**src/hw/mig_pkg.sv**
```systemverilog
// Package for the metering input, gain and current detect block.
package mig_pkg;

    // Register indices as printed; byte address is four times the index.
    localparam logic [15:0] THRESHOLD_IDX  = 16'h1002;
    localparam logic [15:0] CTRL_ONE_IDX   = 16'h2878;
    localparam logic [15:0] CTRL_TWO_IDX   = 16'h2879;
    localparam logic [15:0] CTRL_THREE_IDX = 16'h287A;
    localparam logic [15:0] DET_CTRL_IDX   = 16'h2886;

    localparam logic [17:0] THRESHOLD_ADDR  = {THRESHOLD_IDX, 2'b00};
    localparam logic [17:0] CTRL_ONE_ADDR   = {CTRL_ONE_IDX, 2'b00};
    localparam logic [17:0] CTRL_TWO_ADDR   = {CTRL_TWO_IDX, 2'b00};
    localparam logic [17:0] CTRL_THREE_ADDR = {CTRL_THREE_IDX, 2'b00};
    localparam logic [17:0] DET_CTRL_ADDR   = {DET_CTRL_IDX, 2'b00};

    // Field positions.
    localparam int VOLT_EN_BIT    = 0;
    localparam int CUR1_EN_BIT    = 1;
    localparam int CUR2_EN_BIT    = 2;
    localparam int PWR_RMS_EN_BIT = 4;
    localparam int CUR1_EXP_LSB   = 4;
    localparam int CUR1_SIGN_BIT  = 7;
    localparam int CUR2_EXP_LSB   = 0;
    localparam int CUR2_SIGN_BIT  = 3;
    localparam int LPF_EN_BIT     = 5;
    localparam int VOLT_EXP_LSB   = 0;
    localparam int VOLT_SIGN_BIT  = 3;
    localparam int WIN_LEN_LSB    = 0;
    localparam int DET_EN_BIT     = 4;
    localparam int CLEAR_BIT      = 5;
    localparam int CAUGHT_BIT     = 6;

    // Reset values.
    localparam logic [7:0]  CTRL_ONE_RST   = 8'h00;
    localparam logic [7:0]  CTRL_TWO_RST   = 8'h00;
    localparam logic [7:0]  CTRL_THREE_RST = 8'h00;
    localparam logic [4:0]  DET_CTRL_RST   = 5'h00;
    localparam logic [31:0] THRESHOLD_RST  = 32'h0000_0000;

    // Timing and arithmetic.
    localparam int          DECIM_RATIO = 256;
    localparam logic [2:0]  EXP_MAX     = 3'h5;
    localparam int          CIC_W       = 25;
    localparam int          SAMPLE_W    = 24;
    localparam int          OUT_W       = 32;

    typedef struct packed {
        logic [7:0]  ctrl_one;
        logic [7:0]  ctrl_two;
        logic [7:0]  ctrl_three;
        logic [4:0]  det_ctrl;
        logic [31:0] threshold;
    } mig_cfg_t;

    typedef struct packed {
        logic              sign;
        logic [2:0]        exponent;
    } mig_gain_t;

endpackage

```
**src/hw/mig_top.sv**
```systemverilog
// Metering input gating, decimation, high-pass, digital gain and current detect.
`timescale 1ns/100ps
`default_nettype none
module mig_top
    import mig_pkg::*;
(
    // Clock and reset
    input  wire logic                    sys_clk_i,
    input  wire logic                    rstn_i,
    // APB slave
    input  wire logic                    psel_i,
    input  wire logic                    penable_i,
    input  wire logic                    pwrite_i,
    input  wire logic [31:0]             paddr_i,
    input  wire logic [31:0]             pwdata_i,
    output logic      [31:0]             prdata_o,
    output logic                         pready_o,
    output logic                         pslverr_o,
    // Modulator streams, one bit per modulator clock
    input  wire logic                    volt_bit_i,
    input  wire logic                    cur1_bit_i,
    input  wire logic                    cur2_bit_i,
    // Processed samples
    output logic signed [OUT_W-1:0]      volt_sample_o,
    output logic signed [OUT_W-1:0]      cur1_sample_o,
    output logic signed [OUT_W-1:0]      cur2_sample_o,
    output logic                         sample_valid_o,
    output logic                         power_rms_enable_o,
    output logic                         current_caught_o
);

    ////////////////////////////////////////////////////////////////////////////
    // Registers

    logic [7:0]  ctrl_one_q;
    logic [7:0]  ctrl_two_q;
    logic [7:0]  ctrl_three_q;
    logic [4:0]  det_ctrl_q;
    logic [31:0] threshold_q;
    logic        caught_q;
    logic        set_caught;
    logic        wr_en;
    logic        wr_ok;
    logic [17:0] word_addr;
    logic        mapped;

    assign word_addr = paddr_i[17:0];
    assign wr_en     = psel_i & penable_i & pwrite_i;
    assign wr_ok     = wr_en && (paddr_i[31:18] == 14'h0000);
    // Registers answer at once, so the bus never waits.
    assign pready_o  = 1'b1;
    assign mapped    = (word_addr == THRESHOLD_ADDR) || (word_addr == CTRL_ONE_ADDR) ||
                       (word_addr == CTRL_TWO_ADDR) || (word_addr == CTRL_THREE_ADDR) ||
                       (word_addr == DET_CTRL_ADDR);
    assign pslverr_o = psel_i & penable_i & ~mapped;

    // Register writes land only with the unused upper address bits at zero; the clear strobe does not check them.
    always_ff @(posedge sys_clk_i or negedge rstn_i) begin
        if (!rstn_i) begin
            threshold_q <= THRESHOLD_RST;
        end else if (wr_ok && word_addr == THRESHOLD_ADDR) begin
            threshold_q <= pwdata_i;
        end
    end

    // Control one holds the input enables and the power path enable.
    always_ff @(posedge sys_clk_i or negedge rstn_i) begin
        if (!rstn_i) begin
            ctrl_one_q <= CTRL_ONE_RST;
        end else if (wr_ok && word_addr == CTRL_ONE_ADDR) begin
            ctrl_one_q <= pwdata_i[7:0];
        end
    end

    // Control two holds the first current gain and the voltage gain.
    always_ff @(posedge sys_clk_i or negedge rstn_i) begin
        if (!rstn_i) begin
            ctrl_two_q <= CTRL_TWO_RST;
        end else if (wr_ok && word_addr == CTRL_TWO_ADDR) begin
            ctrl_two_q <= pwdata_i[7:0];
        end
    end

    // Control three holds the second current gain and the lowpass enable.
    always_ff @(posedge sys_clk_i or negedge rstn_i) begin
        if (!rstn_i) begin
            ctrl_three_q <= CTRL_THREE_RST;
        end else if (wr_ok && word_addr == CTRL_THREE_ADDR) begin
            ctrl_three_q <= pwdata_i[7:0];
        end
    end

    // The clear bit is a strobe and is not stored; only enable and window are kept.
    always_ff @(posedge sys_clk_i or negedge rstn_i) begin
        if (!rstn_i) begin
            det_ctrl_q <= DET_CTRL_RST;
        end else if (wr_ok && word_addr == DET_CTRL_ADDR) begin
            det_ctrl_q <= pwdata_i[4:0];
        end
    end

    logic clear_req;
    assign clear_req = (wr_en && word_addr == DET_CTRL_ADDR && pwdata_i[CLEAR_BIT]) ||
                       !det_ctrl_q[DET_EN_BIT];

    // Set wins over a clear in the same cycle so no catch is lost.
    always_ff @(posedge sys_clk_i or negedge rstn_i) begin
        if (!rstn_i) begin
            caught_q <= 1'b0;
        end else if (set_caught) begin
            caught_q <= 1'b1;
        end else if (clear_req) begin
            caught_q <= 1'b0;
        end
    end

    always_comb begin
        prdata_o = 32'h0000_0000;
        if (psel_i && !pwrite_i) begin
            unique case (word_addr)
                THRESHOLD_ADDR:  prdata_o = threshold_q;
                CTRL_ONE_ADDR:   prdata_o = {24'h000000, ctrl_one_q};
                CTRL_TWO_ADDR:   prdata_o = {24'h000000, ctrl_two_q};
                CTRL_THREE_ADDR: prdata_o = {24'h000000, ctrl_three_q};
                DET_CTRL_ADDR:   prdata_o = {25'h0000000, caught_q, 1'b0, det_ctrl_q};
                default:         prdata_o = 32'h0000_0000;
            endcase
        end
    end

    assign power_rms_enable_o = ctrl_one_q[PWR_RMS_EN_BIT];
    assign current_caught_o   = caught_q;

    ////////////////////////////////////////////////////////////////////////////
    // Input gating and decimation

    logic [2:0] bits_gated;
    assign bits_gated[0] = volt_bit_i & ctrl_one_q[VOLT_EN_BIT];
    assign bits_gated[1] = cur1_bit_i & ctrl_one_q[CUR1_EN_BIT];
    assign bits_gated[2] = cur2_bit_i & ctrl_one_q[CUR2_EN_BIT];

    logic [7:0] decim_cnt_q;
    logic       decim_tick;
    assign decim_tick = (decim_cnt_q == 8'(DECIM_RATIO - 1));

    // Free-running; the eight-bit counter wraps by itself at the ratio.

    always_ff @(posedge sys_clk_i or negedge rstn_i) begin
        if (!rstn_i) begin
            decim_cnt_q <= 8'h00;
        end else begin
            decim_cnt_q <= decim_cnt_q + 8'h01;
        end
    end

    mig_gain_t gain [3];
    // voltage gain fields
    // Voltage shares control two with the first current gain.
    assign gain[0] = '{sign: ctrl_two_q[VOLT_SIGN_BIT],
                       exponent: ctrl_two_q[VOLT_EXP_LSB +: 3]};
    assign gain[1] = '{sign: ctrl_two_q[CUR1_SIGN_BIT],
                       exponent: ctrl_two_q[CUR1_EXP_LSB +: 3]};
    assign gain[2] = '{sign: ctrl_three_q[CUR2_SIGN_BIT],
                       exponent: ctrl_three_q[CUR2_EXP_LSB +: 3]};

    logic signed [OUT_W-1:0] chan_out [3];
    logic signed [SAMPLE_W-1:0] hp_out [3];
    logic valid_q;
    logic hp_valid_q;

    // Voltage and currents share the decimator geometry, so a loop builds all three.
    for (genvar c = 0; c < 3; c++) begin : g_chan
        logic signed [CIC_W-1:0]    int1_q;
        logic signed [CIC_W-1:0]    int2_q;
        logic signed [CIC_W-1:0]    int3_q;
        logic signed [CIC_W-1:0]    comb_in;
        logic signed [CIC_W-1:0]    d1_q;
        logic signed [CIC_W-1:0]    d2_q;
        logic signed [CIC_W-1:0]    d3_q;
        logic signed [CIC_W-1:0]    c1;
        logic signed [CIC_W-1:0]    c2;
        logic signed [CIC_W-1:0]    c3;
        logic signed [SAMPLE_W-1:0] dec_q;
        logic signed [SAMPLE_W-1:0] prev_q;
        logic signed [SAMPLE_W-1:0] hp_q;
        logic signed [SAMPLE_W-1:0] hp_sat;
        logic signed [SAMPLE_W+1:0] hp_d;
        logic [2:0]                 exp_clip;
        logic signed [OUT_W-1:0]    scaled;

        // Bipolar input: one is +1, zero is -1; a gated channel feeds -1 every clock and sits at negative full scale.
        assign comb_in = bits_gated[c] ? CIC_W'(1) : -CIC_W'(1);

        always_ff @(posedge sys_clk_i or negedge rstn_i) begin
            if (!rstn_i) begin
                int1_q <= '0;
                int2_q <= '0;
                int3_q <= '0;
            end else begin
                int1_q <= int1_q + comb_in;
                int2_q <= int2_q + int1_q;
                int3_q <= int3_q + int2_q;
            end
        end

        assign c1 = int3_q - d1_q;
        assign c2 = c1 - d2_q;
        assign c3 = c2 - d3_q;

        // Comb delays advance only on the decimation tick.
        always_ff @(posedge sys_clk_i or negedge rstn_i) begin
            if (!rstn_i) begin
                d1_q <= '0;
                d2_q <= '0;
                d3_q <= '0;
            end else if (decim_tick) begin
                d1_q <= int3_q;
                d2_q <= c1;
                d3_q <= c2;
            end
        end

        always_ff @(posedge sys_clk_i or negedge rstn_i) begin
            if (!rstn_i) begin
                dec_q <= '0;
            end else if (decim_tick) begin
                dec_q <= c3[CIC_W-1 -: SAMPLE_W];
            end
        end

        // First-order high-pass: y = x - x_prev + y - y/256, two guard bits wide.
        assign hp_d = (SAMPLE_W+2)'(dec_q) - (SAMPLE_W+2)'(prev_q)
                    + (SAMPLE_W+2)'(hp_q) - (SAMPLE_W+2)'(hp_q >>> 8);

        // A full-scale step would wrap a plain 24-bit result and flip its sign, so clamp it.
        always_comb begin
            if (hp_d[SAMPLE_W+1 -: 3] == 3'h0 || hp_d[SAMPLE_W+1 -: 3] == 3'h7) begin
                hp_sat = hp_d[SAMPLE_W-1:0];
            end else if (hp_d[SAMPLE_W+1]) begin
                hp_sat = {1'b1, {(SAMPLE_W-1){1'b0}}};
            end else begin
                hp_sat = {1'b0, {(SAMPLE_W-1){1'b1}}};
            end
        end

        always_ff @(posedge sys_clk_i or negedge rstn_i) begin
            if (!rstn_i) begin
                prev_q <= '0;
            end else if (valid_q) begin
                prev_q <= dec_q;
            end
        end

        always_ff @(posedge sys_clk_i or negedge rstn_i) begin
            if (!rstn_i) begin
                hp_q <= '0;
            end else if (valid_q) begin
                hp_q <= hp_sat;
            end
        end

        assign hp_out[c] = hp_q;
        // Codes 6 and 7 are out of range and act as the largest gain.
        assign exp_clip  = (gain[c].exponent > EXP_MAX) ? EXP_MAX : gain[c].exponent;

        always_comb begin
            scaled = OUT_W'(hp_q) <<< exp_clip;
            if (c == 0 && ctrl_three_q[LPF_EN_BIT]) begin
                scaled = scaled >>> 2;
            end
        end

        always_ff @(posedge sys_clk_i or negedge rstn_i) begin
            if (!rstn_i) begin
                chan_out[c] <= '0;
            end else begin
                chan_out[c] <= gain[c].sign ? -scaled : scaled;
            end
        end
    end

    // The pulse trails the gain register so that it marks the new sample, not the last.
    always_ff @(posedge sys_clk_i or negedge rstn_i) begin
        if (!rstn_i) begin
            valid_q <= 1'b0;
        end else begin
            valid_q <= decim_tick;
        end
    end

    always_ff @(posedge sys_clk_i or negedge rstn_i) begin
        if (!rstn_i) begin
            hp_valid_q <= 1'b0;
        end else begin
            hp_valid_q <= valid_q;
        end
    end

    always_ff @(posedge sys_clk_i or negedge rstn_i) begin
        if (!rstn_i) begin
            sample_valid_o <= 1'b0;
        end else begin
            sample_valid_o <= hp_valid_q;
        end
    end

    assign volt_sample_o = chan_out[0];
    assign cur1_sample_o = chan_out[1];
    assign cur2_sample_o = chan_out[2];

    ////////////////////////////////////////////////////////////////////////////
    // Current detector

    logic [4:0]             run_cnt_q;
    logic [SAMPLE_W-1:0]    ac_mag;
    logic                   above;

    assign ac_mag = hp_out[1][SAMPLE_W-1] ? SAMPLE_W'(-hp_out[1]) : hp_out[1];
    assign above  = {8'h00, ac_mag} > threshold_q;

    assign set_caught = det_ctrl_q[DET_EN_BIT] && sample_valid_o && above &&
                        (run_cnt_q == {1'b0, det_ctrl_q[WIN_LEN_LSB +: 4]});

    // The run count saturates so a long run cannot wrap and fire again.
    always_ff @(posedge sys_clk_i or negedge rstn_i) begin
        if (!rstn_i) begin
            run_cnt_q <= 5'h00;
        end else if (!det_ctrl_q[DET_EN_BIT]) begin
            run_cnt_q <= 5'h00;
        end else if (sample_valid_o) begin
            if (!above) begin
                run_cnt_q <= 5'h00;
            end else if (run_cnt_q != 5'h10) begin
                run_cnt_q <= run_cnt_q + 5'h01;
            end
        end
    end

endmodule
`default_nettype wire

```
**config.mk**
```make
export PLATFORM = sky130hd
export DESIGN_NAME = mig_top
export DESIGN_NICKNAME = d
export VERILOG_FILES = /design/src/hw/mig_pkg.sv /design/src/hw/mig_top.sv
export SDC_FILE = /design/constraint.sdc
export NUM_CORES = 2
export LEC_CHECK = 0
export ABC_AREA = 0
export BUFFER_PORTS_ARGS = -buffer_cell sky130_fd_sc_hd__buf_2
export CELL_PAD_IN_SITES_DETAIL_PLACEMENT = 1
export CELL_PAD_IN_SITES_GLOBAL_PLACEMENT = 2
export CORE_MARGIN = 5
export CORE_UTILIZATION = 44
export CTS_CLUSTER_SIZE = 16
export DETAILED_ROUTE_END_ITERATION = 16
export HOLD_SLACK_MARGIN = 0.08
export PLACE_DENSITY_LB_ADDON = 0.1
export SYNTH_ARGS = -nofsm -noshare
export SYNTH_HDL_FRONTEND = slang
export SYNTH_SLANG_ARGS = --single-unit
```
**constraint.sdc**
```tcl
create_clock -name sys_clk_i -period 16.2 [get_ports sys_clk_i]
set_input_delay 3.24 -clock sys_clk_i [delete_from_list [all_inputs] [get_ports sys_clk_i]]
set_output_delay 3.24 -clock sys_clk_i [all_outputs]
set_load 0.01 [all_outputs]
```
==> flow_metrics.tcl <==
set metrics [dict create \
    outcome "completed" \
    gr-total-overflow 0 \
    clock-sinks 840 \
    clock_latency_ns 0.69 \
    synth_top_area_cell "dfrtp_1" \
    hp-class "flop to flop" \
    leakage_nw 29.2 \
    cts_root_buf "clkbuf_16" \
    skew_ns 0.0259 \
    path_clk_slew_ns 0.06 \
    die_area_um2 144000 \
    fmaxAchievable_mhz 109 \
    nFillCells 15500 \
    cpLargestDelayFamily "simple AND/OR/NAND/NOR gates" \
    first_iter_violations 1809 \
    fin_cells 8504 \
    cp_slowest_stage_delay_ns 0.83 \
    cts_inserted_buffers 102 \
    core_um2 135000 \
    hold_path_end "sample_valid_o$_DFF_PN0_" \
    place_congestion 0.825 \
    ys.flop_type "dfrtp_1" \
    min_path_cells 0 \
    critical_path.cell_chain "buf_2 > nor4_1 > nand4_1 > nor4_2 > and3b_1 > and2_1 > buf_2" \
    synth_fp_nets 7263 \
    ir_drop_mv 0.0900 \
    detail_route.wl_per_cell_um 17.3 \
    drtAntennaViolNets 0 \
    h-tree-depth 3 \
    drc 0 \
    power.density_nw_per_um2 106 \
    diodes 0 \
    critPathKind "input port to output pin" \
    critical-path-slowest-cell "nor4_2" \
    synth_edf_count 0 \
    rrSetupSlack_ns 9.67 \
    crit_path_start "paddr_i[11]" \
    timing.critical_path.buf_inv 2 \
    relSlewSlack 0.244 \
    clock_path_buffers 3 \
    ff2ff_path_depth 26 \
    rsz0062_at_grt "false" \
    min_period_ns 9.18 \
    grt_pass1_wl_um 247000 \
    synth.most_common_cell "dfrtp_1" \
    grt_max_degree 153 \
    layout-drive-gt1-share 0.0918 \
    ios 205 \
    crit_path_frequent_cell "buf_2" \
    setup_viol 0 \
    timing.rr.end "g_chan[2].dec_q[21]$_DFFE_PN0P_" \
    power_mw 7.01 \
    area_growth_syn_to_layout_pct 10.9 \
    hold_buffers 0 \
    hold_viol 0 \
    yosys.cell_types.count 95 \
    synthCells 6494 \
    synth_warnings 0 \
    antenna_found_initial 4 \
    cts_setup_buffers 0 \
    vias 45700 \
    track_usage 0.206 \
    avgSynthCellArea_um2 9.22 \
    dpl.hpwl_um 112000 \
    critPathMaxFanout 24 \
    required_ns 12.96 \
    fin_util 0.491 \
    startpoint_type "input port" \
    cts_resized 0 \
    r2r_start "g_chan[2].int3_q[1]$_DFF_PN0_" \
    synth_commonest_cells "dfrtp_1 (840), nand2_1 (690), o21ai_0 (614), inv_1 (576), ha_1 (535)" \
    worstMarginPinSlew_ns 1.13 \
    async_flop_share 1.00 \
    slew_violations 0 \
    synth-seq-area-share 0.351 \
    place_inst 8314 \
    tns_ns 0 \
    syn_area_um2 59900 \
    die_height_um 379 \
    synth_seq_cells 840 \
    start_util 0.443 \
    portBuffers 203 \
    fp.dieW_um 379 \
    ys_top_cells_by_area "dfrtp_1 (35%), ha_1 (11%), xnor2_1 (5.7%)" \
    synth_top_area_share 0.351 \
    endpoint_kind "output pin" \
    fin_crit_sh 0.567 \
    nNetsFinal 7406 \
    grt_pass1_vias 47700 \
    hold_start "hp_valid_q$_DFF_PN0_" \
    routed_wl_um 147000 \
    cts_tree "built" \
    cp.arrival_ns 5.94 \
    drtPass1Iterations 8 \
    max-cap-violations 0 \
    routed_via_density 5.38 \
    num_rows 135 \
]
-- metal layers --
metal / track usage / share of wire
met5: 0 / 0
met4: 0.0435 / 0.016
met3: 0.0210 / 0.026
met2: 0.335 / 0.44
met1: 0.299 / 0.51
-- area by class of cell --
type | instances | area [µm²] | area share
repair buffers | 239 | 1330 | 0.0201
well taps | 1781 | 2230 | 0.0336
inverters | 581 | 2190 | 0.0330
flip-flops and latches | 840 | 21000 | 0.317
clock inverters | 49 | 714 | 0.0108
multi-input cells | 4873 | 35900 | 0.540
clock buffers | 141 | 3020 | 0.0455
-- where the power goes --
group / total, mW / switching [mW] / internal [mW]
Combinational: 2.29 / 1.32 / 0.976
Clock: 2.50 / 0.941 / 1.56
Sequential: 2.22 / 0.0545 / 2.17
-- registers in the layout, summed over array words and instances, names as in the netlist, 8 cells and up --
name           cells
g_chan.d1_q       75
g_chan.d2_q       75
g_chan.d3_q       75
g_chan.int1_q     75
g_chan.int2_q     75
g_chan.int3_q     75
g_chan.dec_q      72
g_chan.hp_q       72
g_chan.prev_q     72
cur1_sample_o     32
cur2_sample_o     32
threshold_q       32
volt_sample_o     32
ctrl_one_q         8
ctrl_three_q       8
ctrl_two_q         8
decim_cnt_q        8
-- layout by cell type, fill, tap and decap left out, types with 71 or more instances in the layout --
cell type,count
nor2_1,352
buf_2,202
mux2_2,103
inv_1,575
clkbuf_16,105
ha_1,535
mux2i_1,71
xnor2_1,387
nand3_1,94
nor3_1,71
fa_1,162
nand2_1,690
a21oi_1,429
dfrtp_1,838
a21o_1,197
o21ai_0,614
nand2b_1,79
xor2_1,174
nor2b_1,72
-- cells by family after synthesis --
| family | Yosys count | synth area share |
|---|---|---|
| adder cells (fa/ha/maj) | 697 | 0.166 |
| other | 1 | 0.0000626 |
| flip-flops | 840 | 0.351 |
| AO/OA/AOI/OAI | 1805 | 0.188 |
| multiplexers | 196 | 0.0394 |
| AND/OR/NAND/NOR | 1612 | 0.123 |
| buffers and inverters | 781 | 0.0503 |
| XOR/XNOR | 562 | 0.0825 |
-- how the worst max path moves through the flow --
stage / endpoint / cells past startpoint
final: prdata_o[18] / 7
after global placement: prdata_o[25] / 7
after floorplan: prdata_o[11] / 6
after global routing: prdata_o[12] / 7
after detailed placement: prdata_o[18] / 7
after CTS: prdata_o[18] / 7
-- worst reg2reg max path, delay by kind of cell (launching register included) --
family / cells / cell delay [ns]
AOI/OAI and AO/OA: 17 / 3.92
adders and majority gates: 3 / 0.99
DFF: 1 / 0.42
and+or+nand+nor: 3 / 0.49
xor gates and xnor gates: 3 / 0.59
-- through the flow --
stage                     hold slack (ns)  cell area, µm²  worst slack [ns]
final                               0.358           66400              7.02
after global routing                0.380           66400              6.76
after CTS                           0.364           66400              6.92
after detailed placement            0.342           62700              6.92
after global placement              0.335           62700              7.13
after floorplan                     0.331           59900              7.92
(Power assumes the default switching activity.)
